File: config.mk
export PLATFORM = sky130hd
export DESIGN_NAME = ckc_ctrl
export DESIGN_NICKNAME = d
export VERILOG_FILES = /design/src/ckc_pkg.sv /design/src/ckc_ctrl.sv /design/src/ckc_tick_div.sv
export SDC_FILE = /design/constraint.sdc
export NUM_CORES = 1
export LEC_CHECK = 0
export BUFFER_PORTS_ARGS = -buffer_cell sky130_fd_sc_hd__buf_2
export CAP_MARGIN = 20
export CORE_MARGIN = 3
export CORE_UTILIZATION = 55
export CTS_CLUSTER_DIAMETER = 80
export DETAILED_ROUTE_END_ITERATION = 10
export HOLD_SLACK_MARGIN = 0.03
export PLACE_DENSITY = 0.9
export REMOVE_ABC_BUFFERS = 1
export SLEW_MARGIN = 20
export SYNTH_ARGS = -nofsm -noshare
export SYNTH_HDL_FRONTEND = slang
export SYNTH_SLANG_ARGS = --single-unit
File: constraint.sdc
create_clock -name clk -period 4.1 [get_ports clk]
set_clock_uncertainty 0.1 [all_clocks]
set_input_delay 0.41 -clock clk [delete_from_list [all_inputs] [get_ports clk]]
set_output_delay 0.41 -clock clk [all_outputs]
set_load 0.02 [all_outputs]
File: src/ckc_pkg.sv
// constants, encodings and state type of the clock and sleep controller
// assumes a single 25 MHz clk; every slower rate is an enable pulse
//
// Contract
// - any reset switches off every clock source except the 2 MHz oscillator and the low-power 32 kHz one
// - after reset system clock is the 2 MHz oscillator, everything else off
// - software may change system clock source and prescaler at any time
// - monitored oscillator or PLL failure raises NMI, falls back internally
// - low-power oscillator runs only while used; prescaler gives 1 kHz tick
// - calibrated 32.768 kHz oscillator takes calibration writes; full and 1.024 kHz
// - PLL factor selectable 1 to 31, feeding system clock via prescalers
// - crystal oscillator has four selectable frequency range modes
// - a gated-off peripheral clock freezes that peripheral until restored
// - sleep instruction enters whichever of five sleep modes is configured
// - wake interrupt serviced after higher priority ones, then resume after sleep
// - after every wake-up the CPU is held halted for four cycles
// - sleep keeps all state; reset during sleep gives full restart
// - idle stops CPU and memory clocks after programming ends; interrupts wake
// - power-down stops all clocks; only address-match and async port wake
// - power-save as power-down but enabled RTC runs and its interrupt wakes
// - standby as power-down but enabled system oscillators keep running
// - extended standby as power-save with enabled system oscillators running
`default_nettype none

package ckc_pkg;

	// ==========================================================
	// timing
	localparam int CLK_HZ = 25_000_000;
	localparam int LP_OSC_HZ = 32_000;
	localparam int RC32K_HZ = 32_768;
	localparam int LP_DIV = CLK_HZ / LP_OSC_HZ;
	localparam int RC32K_DIV = CLK_HZ / RC32K_HZ;
	localparam int LOW_DIV = 32;
	localparam logic [2:0] HALT_CYC = 3'h4;

	// ==========================================================
	// oscillator indices, also the source select codes
	localparam int NOSC = 5;
	localparam int OSC_RC2M = 0;
	localparam int OSC_RC32M = 1;
	localparam int OSC_RC32K = 2;
	localparam int OSC_XOSC = 3;
	localparam int OSC_PLL = 4;
	localparam logic [2:0] SRC_LAST = 3'h4;

	// ==========================================================
	// reset values and write limits
	localparam logic [4:0] OSC_EN_RST = 5'h01;
	localparam logic [2:0] SRC_RST = 3'h0;
	localparam logic [3:0] PSC_RST = 4'h0;
	localparam logic [3:0] PSC_MAX = 4'hB;
	localparam logic [4:0] PLL_FAC_RST = 5'h01;
	localparam logic [4:0] PLL_FAC_MIN = 5'h01;
	localparam logic [1:0] XOSC_MODE_RST = 2'h0;
	localparam logic [7:0] CAL_RST = 8'h80;
	localparam logic LP_EN_RST = 1'b1;

	// ==========================================================
	// sleep mode codes
	localparam logic [2:0] SM_IDLE = 3'h0;
	localparam logic [2:0] SM_PDOWN = 3'h2;
	localparam logic [2:0] SM_PSAVE = 3'h3;
	localparam logic [2:0] SM_STDBY = 3'h6;
	localparam logic [2:0] SM_ESTDBY = 3'h7;

	// ==========================================================
	// power state machine
	typedef enum logic [3:0] {
		ST_ACTIVE = 4'b0001,
		ST_NVMWAIT = 4'b0010,
		ST_SLEEP = 4'b0100,
		ST_HALT = 4'b1000
	} ckc_state_t;

endpackage : ckc_pkg

`default_nettype wire

File: src/ckc_ctrl.sv
// clock source selection, prescaler, peripheral gating and sleep control
// assumes software strobes are one-cycle pulses and inputs are synchronous
`default_nettype none

module ckc_ctrl #(
	parameter int NPER = 8
) (
	input wire logic clk,
	input wire logic sys_rst,
	input wire logic osc_en_wr,
	input wire logic [ckc_pkg::NOSC-1:0] osc_en_req,
	input wire logic src_wr,
	input wire logic [2:0] src_req,
	input wire logic psc_wr,
	input wire logic [3:0] psc_req,
	input wire logic pll_fac_wr,
	input wire logic [4:0] pll_fac_req,
	input wire logic xosc_mode_wr,
	input wire logic [1:0] xosc_mode_req,
	input wire logic cal_wr,
	input wire logic [7:0] cal_req,
	input wire logic fail_mon_en,
	input wire logic xosc_fail,
	input wire logic pll_fail,
	input wire logic rtc_en,
	input wire logic rtc_src_lp,
	input wire logic wdt_en,
	input wire logic [NPER-1:0] per_gate,
	input wire logic sleep_en,
	input wire logic [2:0] sleep_mode,
	input wire logic sleep_instr,
	input wire logic nvm_busy,
	input wire logic irq_any,
	input wire logic irq_twi_match,
	input wire logic irq_port_async,
	input wire logic irq_rtc,
	output logic [ckc_pkg::NOSC-1:0] osc_run,
	output logic lp_osc_en,
	output logic [2:0] sysclk_src,
	output logic [3:0] psc_sel,
	output logic [4:0] pll_fac,
	output logic [1:0] xosc_mode,
	output logic [7:0] rc32k_cal,
	output logic fail_nmi,
	output logic cpu_clk_en,
	output logic nvm_clk_en,
	output logic [NPER-1:0] per_clk_en,
	output logic rtc_clk_en,
	output logic lp_1k_tick,
	output logic rc32k_tick,
	output logic rc32k_1k_tick,
	output logic cpu_halt,
	output logic sleeping,
	output logic wake
);
	import ckc_pkg::*;

	ckc_state_t state_r;
	ckc_state_t state_nxt;
	logic [NOSC-1:0] osc_en_r;
	logic [2:0] src_pend_r;
	logic src_pend_v_r;
	logic [3:0] psc_pend_r;
	logic psc_pend_v_r;
	logic [10:0] psc_cnt_r;
	logic [10:0] psc_mask;
	logic sys_edge;
	logic [NPER-1:0] per_gate_r;
	logic [2:0] mode_r;
	logic [2:0] halt_cnt_r;
	logic fail_hit;
	logic [NOSC-1:0] fail_bits;
	logic per_run;
	logic rtc_run;
	logic osc_keep;
	logic wake_src;
	logic cpu_run;
	logic mode_ok;
	logic lp_tick;
	logic lp_1k;
	logic rc_tick;
	logic rc_1k;

	// ==========================================================
	// low-rate oscillator models and their built-in prescalers
	ckc_tick_div #(
		.DIV(LP_DIV)
	) u_lp_osc (
		.clk(clk),
		.sys_rst(sys_rst),
		.en(lp_osc_en),
		.tick(lp_tick)
	);

	// 1 kHz tap of the low-power oscillator
	ckc_tick_div #(
		.DIV(LOW_DIV)
	) u_lp_1k (
		.clk(clk),
		.sys_rst(sys_rst),
		.en(lp_tick),
		.tick(lp_1k)
	);

	ckc_tick_div #(
		.DIV(RC32K_DIV)
	) u_rc32k (
		.clk(clk),
		.sys_rst(sys_rst),
		.en(osc_run[OSC_RC32K]),
		.tick(rc_tick)
	);

	// 1.024 kHz tap of the calibrated 32.768 kHz oscillator
	ckc_tick_div #(
		.DIV(LOW_DIV)
	) u_rc32k_1k (
		.clk(clk),
		.sys_rst(sys_rst),
		.en(rc_tick),
		.tick(rc_1k)
	);

	// ==========================================================
	// system prescaler: divide by two to the power of psc_sel
	assign psc_mask = 11'((12'h001 << psc_sel) - 12'h001);
	assign sys_edge = ((psc_cnt_r & psc_mask) == 11'h000);

	// free-running prescaler counter
	always_ff @(posedge clk or posedge sys_rst)
	begin
		if (sys_rst)
			psc_cnt_r <= 11'h000;
		else
			psc_cnt_r <= psc_cnt_r + 11'h001;
	end

	// ==========================================================
	// oscillator failure detection
	assign fail_bits = {pll_fail & osc_en_r[OSC_PLL],
		xosc_fail & osc_en_r[OSC_XOSC], 3'h0};
	assign fail_hit = fail_mon_en & (|fail_bits);

	// one-cycle NMI: the failed source is dropped at once
	always_ff @(posedge clk or posedge sys_rst)
	begin
		if (sys_rst)
			fail_nmi <= 1'b0;
		else
			fail_nmi <= fail_hit;
	end

	// ==========================================================
	// oscillator enables; the selected source cannot be turned off
	always_ff @(posedge clk or posedge sys_rst)
	begin
		if (sys_rst)
			osc_en_r <= OSC_EN_RST;
		else if (fail_hit)
			osc_en_r <= (osc_en_r & ~fail_bits) | OSC_EN_RST;
		else if (osc_en_wr)
			osc_en_r <= osc_en_req | NOSC'(5'h01 << sysclk_src);
	end

	// ==========================================================
	// source and prescaler changes, staged to a clock boundary
	always_ff @(posedge clk or posedge sys_rst)
	begin
		if (sys_rst)
		begin
			sysclk_src <= SRC_RST;
			src_pend_r <= SRC_RST;
			src_pend_v_r <= 1'b0;
		end
		else if (fail_hit)
		begin
			sysclk_src <= SRC_RST;
			src_pend_v_r <= 1'b0;
		end
		else if (src_wr && src_req <= SRC_LAST && osc_en_r[src_req])
		begin
			src_pend_r <= src_req;
			src_pend_v_r <= 1'b1;
		end
		else if (src_pend_v_r && sys_edge)
		begin
			sysclk_src <= src_pend_r;
			src_pend_v_r <= 1'b0;
		end
	end

	// prescaler select, out-of-range values ignored
	always_ff @(posedge clk or posedge sys_rst)
	begin
		if (sys_rst)
		begin
			psc_sel <= PSC_RST;
			psc_pend_r <= PSC_RST;
			psc_pend_v_r <= 1'b0;
		end
		else if (psc_wr && psc_req <= PSC_MAX)
		begin
			psc_pend_r <= psc_req;
			psc_pend_v_r <= 1'b1;
		end
		else if (psc_pend_v_r && sys_edge)
		begin
			psc_sel <= psc_pend_r;
			psc_pend_v_r <= 1'b0;
		end
	end

	// ==========================================================
	// PLL factor, crystal range and calibration settings
	always_ff @(posedge clk or posedge sys_rst)
	begin
		if (sys_rst)
			pll_fac <= PLL_FAC_RST;
		else if (pll_fac_wr && pll_fac_req >= PLL_FAC_MIN)
			pll_fac <= pll_fac_req;
	end

	// crystal range mode, all four codes legal
	always_ff @(posedge clk or posedge sys_rst)
	begin
		if (sys_rst)
			xosc_mode <= XOSC_MODE_RST;
		else if (xosc_mode_wr)
			xosc_mode <= xosc_mode_req;
	end

	// calibration of the 32.768 kHz oscillator
	always_ff @(posedge clk or posedge sys_rst)
	begin
		if (sys_rst)
			rc32k_cal <= CAL_RST;
		else if (cal_wr)
			rc32k_cal <= cal_req;
	end

	// ==========================================================
	// what keeps running in each sleep mode, and what wakes it
	always_comb
	begin
		per_run = 1'b1;
		rtc_run = rtc_en;
		osc_keep = 1'b1;
		wake_src = 1'b0;
		if (state_r == ST_SLEEP)
		begin
			unique case (mode_r)
				SM_IDLE:
				begin
					wake_src = irq_any;
				end
				SM_PDOWN:
				begin
					per_run = 1'b0;
					rtc_run = 1'b0;
					osc_keep = 1'b0;
					wake_src = irq_twi_match | irq_port_async;
				end
				SM_PSAVE:
				begin
					per_run = 1'b0;
					osc_keep = 1'b0;
					wake_src = irq_twi_match | irq_port_async
						| (irq_rtc & rtc_en);
				end
				SM_STDBY:
				begin
					per_run = 1'b0;
					rtc_run = 1'b0;
					wake_src = irq_twi_match | irq_port_async;
				end
				SM_ESTDBY:
				begin
					per_run = 1'b0;
					wake_src = irq_twi_match | irq_port_async
						| (irq_rtc & rtc_en);
				end
				default:
				begin
					wake_src = irq_any;
				end
			endcase
		end
	end

	assign mode_ok = (sleep_mode == SM_IDLE) || (sleep_mode == SM_PDOWN)
		|| (sleep_mode == SM_PSAVE) || (sleep_mode == SM_STDBY)
		|| (sleep_mode == SM_ESTDBY);

	// ==========================================================
	// power state transitions
	always_comb
	begin
		state_nxt = state_r;
		unique case (state_r)
			ST_ACTIVE:
				if (sleep_instr && sleep_en && mode_ok)
					state_nxt = ST_NVMWAIT;
			ST_NVMWAIT:
				if (!nvm_busy)
					state_nxt = ST_SLEEP;
			ST_SLEEP:
				if (wake_src)
					state_nxt = ST_HALT;
			ST_HALT:
				if (sys_edge && halt_cnt_r == HALT_CYC - 3'h1)
					state_nxt = ST_ACTIVE;
		endcase
	end

	// state register; reset from any state restarts in active
	always_ff @(posedge clk or posedge sys_rst)
	begin
		if (sys_rst)
			state_r <= ST_ACTIVE;
		else
			state_r <= state_nxt;
	end

	// latch the configured mode at sleep entry
	always_ff @(posedge clk or posedge sys_rst)
	begin
		if (sys_rst)
			mode_r <= SM_IDLE;
		else if (state_r == ST_ACTIVE && state_nxt == ST_NVMWAIT)
			mode_r <= sleep_mode;
	end

	// count CPU cycles of the post-wake halt
	always_ff @(posedge clk or posedge sys_rst)
	begin
		if (sys_rst)
			halt_cnt_r <= 3'h0;
		else if (state_r != ST_HALT)
			halt_cnt_r <= 3'h0;
		else if (sys_edge)
			halt_cnt_r <= halt_cnt_r + 3'h1;
	end

	// status towards CPU and interrupt controller
	always_ff @(posedge clk or posedge sys_rst)
	begin
		if (sys_rst)
		begin
			cpu_halt <= 1'b0;
			sleeping <= 1'b0;
			wake <= 1'b0;
		end
		else
		begin
			cpu_halt <= (state_nxt != ST_ACTIVE);
			sleeping <= (state_nxt == ST_SLEEP);
			// wake pulse lets the interrupt controller order service
			wake <= (state_r == ST_SLEEP) && wake_src;
		end
	end

	// ==========================================================
	// clock enables; gating changes only at a system clock boundary
	assign cpu_run = (state_r == ST_ACTIVE) || (state_r == ST_HALT);

	always_ff @(posedge clk or posedge sys_rst)
	begin
		if (sys_rst)
			per_gate_r <= '0;
		else if (sys_edge)
			per_gate_r <= per_gate;
	end

	// enable pulses; held state stays frozen without them
	always_ff @(posedge clk or posedge sys_rst)
	begin
		if (sys_rst)
		begin
			cpu_clk_en <= 1'b0;
			nvm_clk_en <= 1'b0;
			per_clk_en <= '0;
			rtc_clk_en <= 1'b0;
		end
		else
		begin
			cpu_clk_en <= sys_edge & cpu_run;
			// next state, so the memory clock is already off when sleeping rises
			nvm_clk_en <= sys_edge & (state_nxt != ST_SLEEP);
			per_clk_en <= {NPER{sys_edge & per_run}} & ~per_gate_r;
			rtc_clk_en <= rtc_run & (rtc_src_lp ? lp_1k : rc_1k);
		end
	end

	// ==========================================================
	// oscillator run lines as seen by the analog cells
	always_ff @(posedge clk or posedge sys_rst)
	begin
		if (sys_rst)
		begin
			osc_run <= OSC_EN_RST;
			lp_osc_en <= LP_EN_RST;
		end
		else
		begin
			osc_run <= (osc_keep ? osc_en_r : '0)
				| (NOSC'(rtc_run & ~rtc_src_lp) << OSC_RC32K);
			lp_osc_en <= wdt_en | (rtc_run & rtc_src_lp);
		end
	end

	// low-rate taps brought out registered
	always_ff @(posedge clk or posedge sys_rst)
	begin
		if (sys_rst)
		begin
			lp_1k_tick <= 1'b0;
			rc32k_tick <= 1'b0;
			rc32k_1k_tick <= 1'b0;
		end
		else
		begin
			lp_1k_tick <= lp_1k;
			rc32k_tick <= rc_tick;
			rc32k_1k_tick <= rc_1k;
		end
	end

endmodule : ckc_ctrl

`default_nettype wire

File: src/ckc_tick_div.sv
// enable-pulse divider: one tick every DIV enabled cycles
// assumes en is a single-cycle qualifier in the clk domain
`default_nettype none

module ckc_tick_div #(
	parameter int DIV = 32
) (
	input wire logic clk,
	input wire logic sys_rst,
	input wire logic en,
	output logic tick
);
	localparam int W = (DIV > 1) ? $clog2(DIV) : 1;
	localparam logic [W-1:0] LAST = W'(DIV - 1);

	logic [W-1:0] cnt_r;

	// ==========================================================
	// count enabled cycles, pulse on wrap
	always_ff @(posedge clk or posedge sys_rst)
	begin
		if (sys_rst)
		begin
			cnt_r <= '0;
			tick <= 1'b0;
		end
		else if (en)
		begin
			tick <= (cnt_r == LAST);
			cnt_r <= (cnt_r == LAST) ? '0 : cnt_r + 1'b1;
		end
		else
		begin
			tick <= 1'b0;
		end
	end

endmodule : ckc_tick_div

`default_nettype wire

==> results.tsv <==
metric	value	unit
fin_crit	3610	ps
hpwl	7800	microns
port_buffers	104	
p_leak	3.31	nW
yosys_warnings	0	
final_nets	669	
peakVddDrop	353	uV
cts_max_path_buffers	2	
synth_cells	463	
gp_congestion	0.876	
final_cell_mix	dfrtp_1, buf_2, nand2_1	
cts_buffers	17	
fmax	277	MHz
synth_cell_types	51	
drive_gt1_frac	0.309	
synth_seq_cells	123	
groute.usage.overall	0.232	
rsz0062_at_grt	false	
antennaDiodeCount	0	
max_stage_delay	690	ps
r2r_cells	8	
rrSetupSlack	490	ps
drv_slew	0	
clk_latency	510	ps
antenna_found_initial	0	
status	finished, final reports clean	
die_w	104	microns
path_class	reg -> reg	
cts_resized	0	
critical-path-top-delay-family	simple AND/OR/NAND/NOR gates	
path_buf_inv	0	
min_path_type	in -> reg	
routedWlPerCell	16.0	microns
drt_iter0_drc	175	
crit_fanout	21	
r2r-end	psc_sel[3]	
ant_nets	0	
final_cells	740	
clkTransAtPathRegs	60	ps
setup_viol	0	
r2r-start	psc_sel[3]	
post-route-util	0.717	
synth-seq-area-share	0.581	
startpoint	psc_sel[3]	
post-route-drc-count	0	
route.vias.total	4052	
arrival	3910	ps
io_pins	105	
place_inst	684	
total_power	3.90	mW
core	9330	sq um
tightest_slew	867	ps
fin_setup_tns	0	ps
grt_pass1_vias	4264	
cts_root_buf	clkbuf_8	
syn_avg_cell_area	11.5	sq um
post_cts_buffers	0	
yosysTopAreaCellShare	0.552	
final_common_cell	dfrtp_1	
drt_wl_total	11800	microns
cts-hold-fix-buffers	24	
clock_sinks	123	
endpoint_kind	flop	
hold_slack	49.2	ps
cts_tree	done	
fin_ws	486	ps
cap_violations	0	
syn_to_final_growth	26.0	%
rows	35	
grt-ovfl-total	0	
dr.pass1.iters	4	
fin_crit_sh	0.881	
powerDensity	583	nW/um^2
path_cells	or2_2, or3_1, ha_1, xor2_1, a211o_1, or4b_4, nor3b_2, mux2_2	
hold_viol	0	
synth_edf_count	0	
pre_cts_ws	532	ps
fill_cells	621	
synth_area	5310	sq um
vias_per_cell	5.48	
place_area	5930	sq um
synth_top_cells_by_area	dfrtp_1, mux2_2, nand2_1	
synthFlopType	dfrtp_1	
grt_max_degree	58	
final_cell_area	6690	sq um
die_h	104	microns
endpoint	psc_sel[3]	
maxSlewHeadroom	0.418	
slowest_stage	or4b_4	
synth_area_leader_cell	dfrtp_1	
async_reset_ff_frac	1.00	
initial_core_util	0.569	
grt_pass1_wl	20200	microns
dieArea	10900	sq um
htreeDepth	4	
worstSetupPathDepth	8	
cp-start-kind	flop	
crit_required	4390	ps
-- power breakdown --
| part | internal [mW] | total (mW) | switching, mW | leakage (nW) |
|---|---|---|---|---|
| combinational | 0.392 | 0.878 | 0.486 | 1.51 |
| clock | 0.737 | 1.28 | 0.543 | 0.257 |
| sequential | 1.48 | 1.74 | 0.258 | 1.54 |
| total | 2.61 | 3.90 | 1.29 | 3.31 |
-- cell families after synthesis --
kind of cell               synth area share
xor gates and xnor gates             0.0446
and+or+nand+nor                       0.153
buffers and inverters                0.0248
DFF                                   0.581
AOI/OAI and AO/OA                    0.0750
muxes                                0.0934
adders and majority gates            0.0283
-- routing by layer --
metal / global-route usage / vias to the layer above / wire length (microns)
met1: 0.288 / 1982 / 4930
li1: - / 1880 / -
met5: 0 / - / 0
met2: 0.379 / 156 / 5850
met3: 0.0559 / 34 / 654
met4: 0.118 / 0 / 393
-- how the worst min path moves through the flow --
stage,start,end,cells past startpoint
after global placement,u_lp_1k.tick,lp_1k_tick,0
after CTS,per_gate[6],per_gate_r[6],2
after detailed placement,u_lp_1k.tick,lp_1k_tick,0
final,wdt_en,lp_osc_en,2
after floorplan,u_rc32k_1k.tick,rc32k_1k_tick,0
after global routing,sleep_mode[0],mode_r[0],2
-- sequential cells by signal (all words and copies together), names as in the netlist, 8 cells and up --
register,flops
psc_cnt_r,11
per_gate_r,8
u_rc32k.cnt_r,10
per_clk_en,8
rc32k_cal,8
u_lp_osc.cnt_r,10
-- synthesized netlist by cell type, types with 3 or more instances --
cell type and n:
nor2_1 37, or2_2 3, ha_1 12, nand2b_1 5
a22o_1 3, xor2_1 15, o22ai_1 5, dfrtp_1 117
buf_2 3, nor3_1 5, or3_1 3, o21ai_0 24
dfstp_2 6, mux2i_1 9, a21oi_1 11, and3_1 11
nand4_1 7, mux2_2 36, nand2_1 53, and2_1 9
inv_1 15, xnor2_1 12, clkbuf_1 8, nand3_1 16
-- layout make-up --
cell class	count	area [sq um]	area share
Sequential cell	123	3090	0.461
Clock inverter	15	103	0.0153
Tap cell	129	161	0.0241
Multi-Input combinational cell	311	2090	0.313
Inverter	15	58.8	0.00879
Timing Repair Buffer	130	776	0.116
Clock buffer	17	414	0.0619
Power figures use the tool's default switching activity.
